`config.mk`:
```
export PLATFORM = sky130hd
export DESIGN_NAME = freefall_motion_detector
export DESIGN_NICKNAME = d
export VERILOG_FILES = /design/src/design/freefall_motion_pkg.sv /design/src/design/freefall_motion_detector.sv
export VERILOG_INCLUDE_DIRS = /design/src /design/src/design
export SDC_FILE = /design/constraint.sdc
export NUM_CORES = 1
export LEC_CHECK = 0
export BUFFER_PORTS_ARGS = -buffer_cell sky130_fd_sc_hd__buf_2
export CAP_MARGIN = 20
export CORE_MARGIN = 10
export CORE_UTILIZATION = 65
export CTS_BUF_LIST = sky130_fd_sc_hd__clkbuf_8
export DETAILED_ROUTE_END_ITERATION = 8
export MAX_ROUTING_LAYER = met4
export PLACE_DENSITY = 0.89
export SLEW_MARGIN = 20
export SYNTH_ARGS = -nofsm -noshare
export SYNTH_HDL_FRONTEND = slang
export SYNTH_SLANG_ARGS = --single-unit
export TNS_END_PERCENT = 30
```
`constraint.sdc`:
```
create_clock -name clk_sys -period 7.6 [get_ports clk_sys]
set_input_delay 2.28 -clock clk_sys [delete_from_list [all_inputs] [get_ports clk_sys]]
set_output_delay 2.28 -clock clk_sys [all_outputs]
set_load 0.02 [all_outputs]
```
`src/design/freefall_motion_defs.svh`:
```
`ifndef FREEFALL_MOTION_DEFS_SVH
`define FREEFALL_MOTION_DEFS_SVH

`define ADDR_CONFIG      8'h15
`define ADDR_SOURCE      8'h16
`define ADDR_THRESHOLD   8'h17
`define ADDR_DEBOUNCE    8'h18

`define CFG_LATCH_BIT    7
`define CFG_SELECT_BIT   6
`define CFG_Z_BIT        5
`define CFG_X_BIT        3

`define THS_MODE_BIT     7
`define THS_MSB          6

`define SRC_EA_BIT       7

`define CONFIG_RESET     8'h00
`define THRESHOLD_RESET  8'h00
`define DEBOUNCE_RESET   8'h00
`define RDATA_RESET      8'h00

`endif

```
`src/design/freefall_motion_pkg.sv`:
```
package freefall_motion_pkg;

  typedef enum logic [1:0] {
    RT_FREEFALL      = 2'b00,
    RT_MOTION        = 2'b01,
    LATCHED_FREEFALL = 2'b10,
    LATCHED_MOTION   = 2'b11
  } mode_type;

endpackage

```
`src/design/freefall_motion_detector.sv`:
```
// Operation
// - Select bit 0 gives freefall detection, 1 gives motion detection.
// - All three axis enables zero disables the whole detector.
// - Latch enable and select bit give four modes.
// - Real-time freefall raises event active after debounce, enabled axes only.
// - Real-time, debounce mode 0: flag holds until counter decrements away.
// - Real-time freefall, mode 1: clear at once, re-set only after delay.
// - Real-time freefall: reading source leaves event active unchanged.
// - Real-time: axis flags follow undebounced high-g comparison directly.
// - Latched freefall: event active set at count, held until source read.
// - Latched freefall: source read clears flag and counter; full delay again.
// - Latched freefall: axis flags follow while idle, frozen once set.
// - Real-time motion: set after debounce; mode 1 clears when high-g ends.
// - Real-time motion: source read clears nothing, counter untouched.
// - Latched motion: held until read; read clears all source bits, counter.
// - Latched motion: axis flags frozen while event active is set.
// - Config holds latch, select, Z/Y/X enables; bits 2..0 read zero.
// - Unsigned 7-bit threshold; freefall at or below, motion above.
// - Source: event active bit 7, Z/Y/X flag and polarity pairs below.
// - Debounce mode 0 decrements counter, 1 clears it, on false condition.
// - Axis flag and polarity read zero while that axis is disabled.
`timescale 1ns/1ps
`include "freefall_motion_defs.svh"

module freefall_motion_detector
  import freefall_motion_pkg::*;
#(
  parameter int AXIS_W  = 8,
  parameter int COUNT_W = 8
) (
  input  wire logic              clk_sys,
  input  wire logic              arst_n,
  input  wire logic              sample_valid,
  input  wire logic [AXIS_W-1:0] accel_x,
  input  wire logic [AXIS_W-1:0] accel_y,
  input  wire logic [AXIS_W-1:0] accel_z,
  input  wire logic [7:0]        reg_addr,
  input  wire logic [7:0]        reg_wdata,
  input  wire logic              reg_write,
  input  wire logic              reg_read,
  output logic      [7:0]        reg_rdata,
  output logic                   event_active
);

  logic               latch_enable;
  logic               or_and_select;
  logic [2:0]         axis_enable;
  logic               debounce_mode;
  logic [6:0]         threshold;
  logic [COUNT_W-1:0] debounce_count_value;
  logic [COUNT_W-1:0] count;
  logic [2:0]         high_flag;
  logic [2:0]         polarity;
  logic [COUNT_W-1:0] next_count;
  logic               next_active;
  logic [2:0]         next_high_flag;
  logic [2:0]         next_polarity;
  logic [AXIS_W-1:0]  axis_data [3];
  logic [2:0]         axis_above;
  logic [2:0]         axis_sign;
  logic               detector_on;
  logic               condition;
  logic               source_read;
  logic               read_clear;
  logic               base_active;
  logic [COUNT_W-1:0] base_count;
  logic [7:0]         source_value;
  logic [5:0]         axis_bits;
  mode_type           mode;

  assign axis_data[0] = accel_x;
  assign axis_data[1] = accel_y;
  assign axis_data[2] = accel_z;

  // Magnitude is taken from the two's complement sample on every axis.
  for (genvar i = 0; i < 3; i++) begin : g_axis
    logic [AXIS_W-1:0] magnitude;
    assign axis_sign[i]  = axis_data[i][AXIS_W-1];
    assign magnitude     = axis_sign[i] ? (~axis_data[i] + 1'b1)
                                        : axis_data[i];
    assign axis_above[i] = magnitude >
                           {{(AXIS_W-7){1'b0}}, threshold};
  end

  assign mode        = mode_type'({latch_enable, or_and_select});
  assign detector_on = |axis_enable;
  // Freefall needs every enabled axis low; motion needs any enabled high.
  assign condition   = or_and_select ? |(axis_above & axis_enable)
                                     : &(~axis_above | ~axis_enable);
  assign source_read = reg_read && (reg_addr == `ADDR_SOURCE);
  // Only latched modes clear on read; real-time reads are side-effect free.
  assign read_clear  = latch_enable && source_read;
  assign base_active = read_clear ? 1'b0 : event_active;
  assign base_count  = read_clear ? '0 : count;

  always_comb begin
    next_count     = base_count;
    next_active    = base_active;
    next_high_flag = read_clear ? 3'b000 : high_flag;
    next_polarity  = read_clear ? 3'b000 : polarity;
    if (!detector_on) begin
      next_count     = '0;
      next_active    = 1'b0;
      next_high_flag = 3'b000;
      next_polarity  = 3'b000;
    end else if (sample_valid) begin
      // The counter saturates at the programmed count, so a long event
      // can never wrap it back below the set point.
      case (mode)
        RT_FREEFALL: begin
          next_high_flag = axis_above & axis_enable;
          next_polarity  = axis_sign & axis_enable;
          if (condition) begin
            if (base_count < debounce_count_value) begin
              next_count = base_count + 1'b1;
            end
            if (next_count >= debounce_count_value) begin
              next_active = 1'b1;
            end
          end else if (debounce_mode) begin
            next_count  = '0;
            next_active = 1'b0;
          end else begin
            if (base_count != '0) begin
              next_count = base_count - 1'b1;
            end
            if (next_count == '0) begin
              next_active = 1'b0;
            end
          end
        end

        RT_MOTION: begin
          next_high_flag = axis_above & axis_enable;
          next_polarity  = axis_sign & axis_enable;
          if (condition) begin
            if (base_count < debounce_count_value) begin
              next_count = base_count + 1'b1;
            end
            if (next_count >= debounce_count_value) begin
              next_active = 1'b1;
            end
          end else if (debounce_mode) begin
            next_count  = '0;
            next_active = 1'b0;
          end else begin
            if (base_count != '0) begin
              next_count = base_count - 1'b1;
            end
            if (next_count == '0) begin
              next_active = 1'b0;
            end
          end
        end

        // Once the flag is up in a latched mode, counter and axis flags
        // freeze until a source read, a config write leaving latched mode, or all axes disabled.
        LATCHED_FREEFALL: begin
          if (!base_active) begin
            next_high_flag = axis_above & axis_enable;
            next_polarity  = axis_sign & axis_enable;
            if (condition) begin
              if (base_count < debounce_count_value) begin
                next_count = base_count + 1'b1;
              end
              if (next_count >= debounce_count_value) begin
                next_active = 1'b1;
              end
            end else if (debounce_mode) begin
              next_count = '0;
            end else if (base_count != '0) begin
              next_count = base_count - 1'b1;
            end
          end
        end

        LATCHED_MOTION: begin
          if (!base_active) begin
            next_high_flag = axis_above & axis_enable;
            next_polarity  = axis_sign & axis_enable;
            if (condition) begin
              if (base_count < debounce_count_value) begin
                next_count = base_count + 1'b1;
              end
              if (next_count >= debounce_count_value) begin
                next_active = 1'b1;
              end
            end else if (debounce_mode) begin
              next_count = '0;
            end else if (base_count != '0) begin
              next_count = base_count - 1'b1;
            end
          end
        end

        default: begin
          next_count = base_count;
        end
      endcase
    end
  end

  // A read that clears and a sample in the same cycle apply the clear first and then
  // count the sample from zero, so it sets the flag only if the debounce count is 1 or less.
  always_ff @(posedge clk_sys or negedge arst_n) begin
    if (!arst_n) begin
      count <= '0;
    end else begin
      count <= next_count;
    end
  end

  always_ff @(posedge clk_sys or negedge arst_n) begin
    if (!arst_n) begin
      event_active <= 1'b0;
    end else begin
      event_active <= next_active;
    end
  end

  always_ff @(posedge clk_sys or negedge arst_n) begin
    if (!arst_n) begin
      high_flag <= 3'b000;
    end else begin
      high_flag <= next_high_flag;
    end
  end

  always_ff @(posedge clk_sys or negedge arst_n) begin
    if (!arst_n) begin
      polarity <= 3'b000;
    end else begin
      polarity <= next_polarity;
    end
  end

  always_ff @(posedge clk_sys or negedge arst_n) begin
    if (!arst_n) begin
      latch_enable  <= 1'(`CONFIG_RESET >> `CFG_LATCH_BIT);
      or_and_select <= 1'b0;
      axis_enable   <= 3'b000;
    end else if (reg_write && reg_addr == `ADDR_CONFIG) begin
      latch_enable  <= reg_wdata[`CFG_LATCH_BIT];
      or_and_select <= reg_wdata[`CFG_SELECT_BIT];
      axis_enable   <= reg_wdata[`CFG_Z_BIT:`CFG_X_BIT];
    end
  end

  always_ff @(posedge clk_sys or negedge arst_n) begin
    if (!arst_n) begin
      debounce_mode <= 1'b0;
      threshold     <= 7'(`THRESHOLD_RESET);
    end else if (reg_write && reg_addr == `ADDR_THRESHOLD) begin
      debounce_mode <= reg_wdata[`THS_MODE_BIT];
      threshold     <= reg_wdata[`THS_MSB:0];
    end
  end

  always_ff @(posedge clk_sys or negedge arst_n) begin
    if (!arst_n) begin
      debounce_count_value <= COUNT_W'(`DEBOUNCE_RESET);
    end else if (reg_write && reg_addr == `ADDR_DEBOUNCE) begin
      debounce_count_value <= COUNT_W'(reg_wdata);
    end
  end

  // Masking again at readout keeps disabled axes at zero even after a
  // config write that lands while flags are frozen.
  for (genvar j = 0; j < 3; j++) begin : g_source
    assign axis_bits[2*j+1] = high_flag[j] & axis_enable[j];
    assign axis_bits[2*j]   = polarity[j] & axis_enable[j];
  end

  assign source_value = {event_active, 1'b0, axis_bits};

  always_ff @(posedge clk_sys or negedge arst_n) begin
    if (!arst_n) begin
      reg_rdata <= `RDATA_RESET;
    end else if (reg_read) begin
      case (reg_addr)
        `ADDR_CONFIG: begin
          reg_rdata <= {latch_enable, or_and_select, axis_enable,
                        3'b000};
        end
        `ADDR_SOURCE: begin
          reg_rdata <= source_value;
        end
        `ADDR_THRESHOLD: begin
          reg_rdata <= {debounce_mode, threshold};
        end
        `ADDR_DEBOUNCE: begin
          reg_rdata <= 8'(debounce_count_value);
        end
        default: begin
          reg_rdata <= 8'h00;
        end
      endcase
    end
  end

endmodule

```
==> results.sh <==
export IMPL_result_of_the_run="finished, final reports clean"
export IMPL_drv_slew=0
export IMPL_yosysSeqAreaShare_pct=28.8
export IMPL_drt_iter0_drc=318
export IMPL_worst_endpoint_required_ps=7790
export IMPL_wl_per_cell_um=18.8
export IMPL_max_clock_freq_ghz=0.153
export IMPL_dpl_cell_count=547
export IMPL_power_leakage_nw=1.99
export IMPL_overflow=0
export IMPL_synth_cell_area_sq_um=3820
export IMPL_cells_on_worst_hold_path=2
export IMPL_tritoncts_clock_tree="built"
export IMPL_num_vias=3649
export IMPL_syn_nets=524
export IMPL_grt_pass1_vias=3585
export IMPL_post_cts_setup_buffers=0
export IMPL_avgSynthCellArea_sq_um=8.68
export IMPL_antenna_found_initial=0
export IMPL_setup_worst_path_start_class="primary input"
export IMPL_cp_arrival_ps=6740
export IMPL_grt_pass1_wl_mm=17.1
export IMPL_netlist_top_cells_area="sky130_fd_sc_hd__dfrtp_1 (29%), sky130_fd_sc_hd__ha_1 (13%), sky130_fd_sc_hd__mux2_2 (8.0%)"
export IMPL_multi_input_comb_area_sq_um=2490
export IMPL_ys_seq_elements=44
export IMPL_instances_no_fill=555
export IMPL_maximum_clock_insertion_buffer_count=2
export IMPL_fillerInstances=394
export IMPL_max_cap_violations=0
export IMPL_initial_utilization_pct=68.1
export IMPL_synthDominantAreaCellType="sky130_fd_sc_hd__dfrtp_1"
export IMPL_gp_congestion=0.935
export IMPL_vdd_drop_max_mv=0.145
export IMPL_grt_max_degree=45
export IMPL_clock_insertion_delay_worst_skew_ps=300
export IMPL_synth_top_area_share_pct=28.8
export IMPL_die_area_sq_um=9340
export IMPL_grt_resource_usage_total_pct=21.6
export IMPL_critical_path_class="primary input to register"
export IMPL_fin_worst_hold_slack_ps=536
export IMPL_fin_nets=566
export IMPL_num_antenna_cells=0
export IMPL_rsz0062_at_grt="no"
export IMPL_total_clock_buffers_created_by_cts=5
export IMPL_setup_tns_ps=0
export IMPL_cellPowerDensity_nw_per_um2=151
export IMPL_yosysUniqueCellTypes=57
export IMPL_drive_gt1_share_pct=19.9
export IMPL_wl_mm=10.4
export IMPL_timing_slew_headroom_pct=30.0
export IMPL_cp_end_kind="register"
export IMPL_ys_warn_count=0
export IMPL_syn2layout_area_growth_pct=10.9
export IMPL_fin_crit_sh_pct=86.1
export IMPL_cts_root_buf="sky130_fd_sc_hd__clkbuf_8"
export IMPL_port_buffers=53
export IMPL_yosys_cell_count_top_type="sky130_fd_sc_hd__dfrtp_1"
export IMPL_placeableCoreArea_sq_um=5610
export IMPL_slack_of_the_critical_path_ps=1050
export IMPL_r2r_worst_path_cells=18
export IMPL_postCtsHoldBufs=0
export IMPL_hold_path_class="register to register"
export IMPL_route_detailed_drc=0
export IMPL_report_final_setup_viol=0
export IMPL_cts_repair_resize_count=0
export IMPL_hold_viol=0
export IMPL_async_flop_share_pct=100
export IMPL_synth_edff_count=0
export IMPL_minimum_clock_period_ps=6550
export IMPL_numClockSinks=44
export IMPL_cts_reportedPaths_clkPinSlew_ps=90
export IMPL_critPathMaxFanout=14
export IMPL_die_outline_width_um=96.6
export IMPL_syn_instance_count=440
export IMPL_detailed_place_hpwl_mm=7.97
export IMPL_cts_htree_levels=2
export IMPL_ant_nets=0
export IMPL_synthTopCellsByCount="sky130_fd_sc_hd__dfrtp_1 (44), sky130_fd_sc_hd__ha_1 (39), sky130_fd_sc_hd__inv_1 (37), sky130_fd_sc_hd__nand2_1 (37), sky130_fd_sc_hd__mux2_2 (27)"
export IMPL_synth_top_flop_cell="sky130_fd_sc_hd__dfrtp_1"
export IMPL_routed_via_density=6.57
export IMPL_detailedPlace_worstSlack_ps=869
export IMPL_io_pin_count=54
export IMPL_fin_total_pwr_uw=638
export IMPL_chip_height_um=96.6
export IMPL_final_seq_area_sq_um=1100
export IMPL_fp_row_count=27
export IMPL_worst_margin_pin_slew_ps=1040
export IMPL_drt_pass1_iter_count=5
export IMPL_final_setup_skew_ps=5.60
[power breakdown]
group          total, mW  internal, mW  leakage (nW)  switching (mW)
Clock              0.195         0.108        0.0614          0.0873
Combinational      0.188        0.0829          1.32           0.106
Sequential         0.255         0.242         0.608          0.0133
[cells in the final DEF (no fill, tap or decap), types with 6 or more instances in the layout]
master	synthesis	routed
sky130_fd_sc_hd__buf_2	4	53
sky130_fd_sc_hd__dfrtp_1	44	44
sky130_fd_sc_hd__ha_1	39	39
sky130_fd_sc_hd__inv_1	37	37
sky130_fd_sc_hd__nand2_1	37	37
sky130_fd_sc_hd__mux2_2	27	27
sky130_fd_sc_hd__a21oi_1	22	22
sky130_fd_sc_hd__nor2_1	21	21
sky130_fd_sc_hd__xnor2_1	20	20
sky130_fd_sc_hd__o21ai_0	15	15
sky130_fd_sc_hd__nand3_1	15	15
sky130_fd_sc_hd__nor3_1	13	13
sky130_fd_sc_hd__a31oi_1	11	11
sky130_fd_sc_hd__nand2b_1	8	8
sky130_fd_sc_hd__or3_1	8	8
sky130_fd_sc_hd__and2_1	7	7
sky130_fd_sc_hd__nand4_1	7	7
sky130_fd_sc_hd__nor4_1	7	7
sky130_fd_sc_hd__a21o_1	7	7
sky130_fd_sc_hd__o22ai_1	7	7
sky130_fd_sc_hd__mux2i_1	6	6
sky130_fd_sc_hd__a32o_1	6	6
sky130_fd_sc_hd__clkbuf_8	0	6
[worst paths after layout]
kind	start	end	slack, ps
max	reg_addr[1]	event_active$_DFF_PN0_	1050
max in group asynchronous	arst_n	debounce_count_value[1]$_DFFE_PN0P_	4860
max reg2reg	latch_enable$_DFFE_PN0P_	event_active$_DFF_PN0_	3390
min	reg_rdata[6]$_DFFE_PN0P_	reg_rdata[6]$_DFFE_PN0P_	540
min in group asynchronous	arst_n	count[0]$_DFF_PN0_	2120
min reg2reg	reg_rdata[6]$_DFFE_PN0P_	reg_rdata[6]$_DFFE_PN0P_	540
[cell families after synthesis]
family / Yosys count / share of synthesized area (%)
buffers and inverters: 58 / 5.83
multiplexers: 33 / 9.53
XOR/XNOR: 24 / 5.70
AND/OR/NAND/NOR: 142 / 19.6
flip-flops: 44 / 28.8
AO/OA/AOI/OAI: 100 / 17.7
adder cells (fa/ha/maj): 39 / 12.8
[state kept, by name, summed over array words and instances, names as in the netlist]
signal                count
count                     8
debounce_count_value      8
reg_rdata                 8
threshold                 7
axis_enable               3
high_flag                 3
polarity                  3
debounce_mode             1
event_active              1
latch_enable              1
or_and_select             1
[through the flow]
step	cell area [sq um]	util (%)
floorplan	3820	-
global placement	4110	73.3
detailed placement	4110	73.3
CTS	4230	75.5
global route	4230	75.5
finish	4230	75.5
[worst max-delay path, stage by stage]
cell and delay, ps:
sky130_fd_sc_hd__buf_2 230, sky130_fd_sc_hd__nor4bb_1 390, sky130_fd_sc_hd__and2_1 360, sky130_fd_sc_hd__nand2_1 310
sky130_fd_sc_hd__nand2_1 240, sky130_fd_sc_hd__inv_1 90, sky130_fd_sc_hd__ha_1 300, sky130_fd_sc_hd__nand4_1 110
sky130_fd_sc_hd__or3_1 390, sky130_fd_sc_hd__o211ai_1 170, sky130_fd_sc_hd__buf_4 200, sky130_fd_sc_hd__mux2_2 370
sky130_fd_sc_hd__ha_1 290, sky130_fd_sc_hd__a21o_1 160, sky130_fd_sc_hd__a21o_1 170, sky130_fd_sc_hd__a21oi_1 160
sky130_fd_sc_hd__o21ai_0 120, sky130_fd_sc_hd__a21oi_1 150, sky130_fd_sc_hd__a2bb2oi_1 170, sky130_fd_sc_hd__nor3_1 60
[layout make-up]
class,instances,area share (%)
clock buffers,6,1.95
repair buffers,56,6.80
well taps,72,2.13
inverters,37,3.28
multi-input cells,338,58.9
flip-flops and latches,44,26.0
clock inverters,2,0.916
[metal layers]
metal | track usage, % | share of wire (%)
met2 | 34.8 | 48
met1 | 27.0 | 43
met4 | 7.10 | 1.9
met5 | - | 0
met3 | 3.41 | 7.6
No activity file was read; power rests on OpenSTA's default activity.
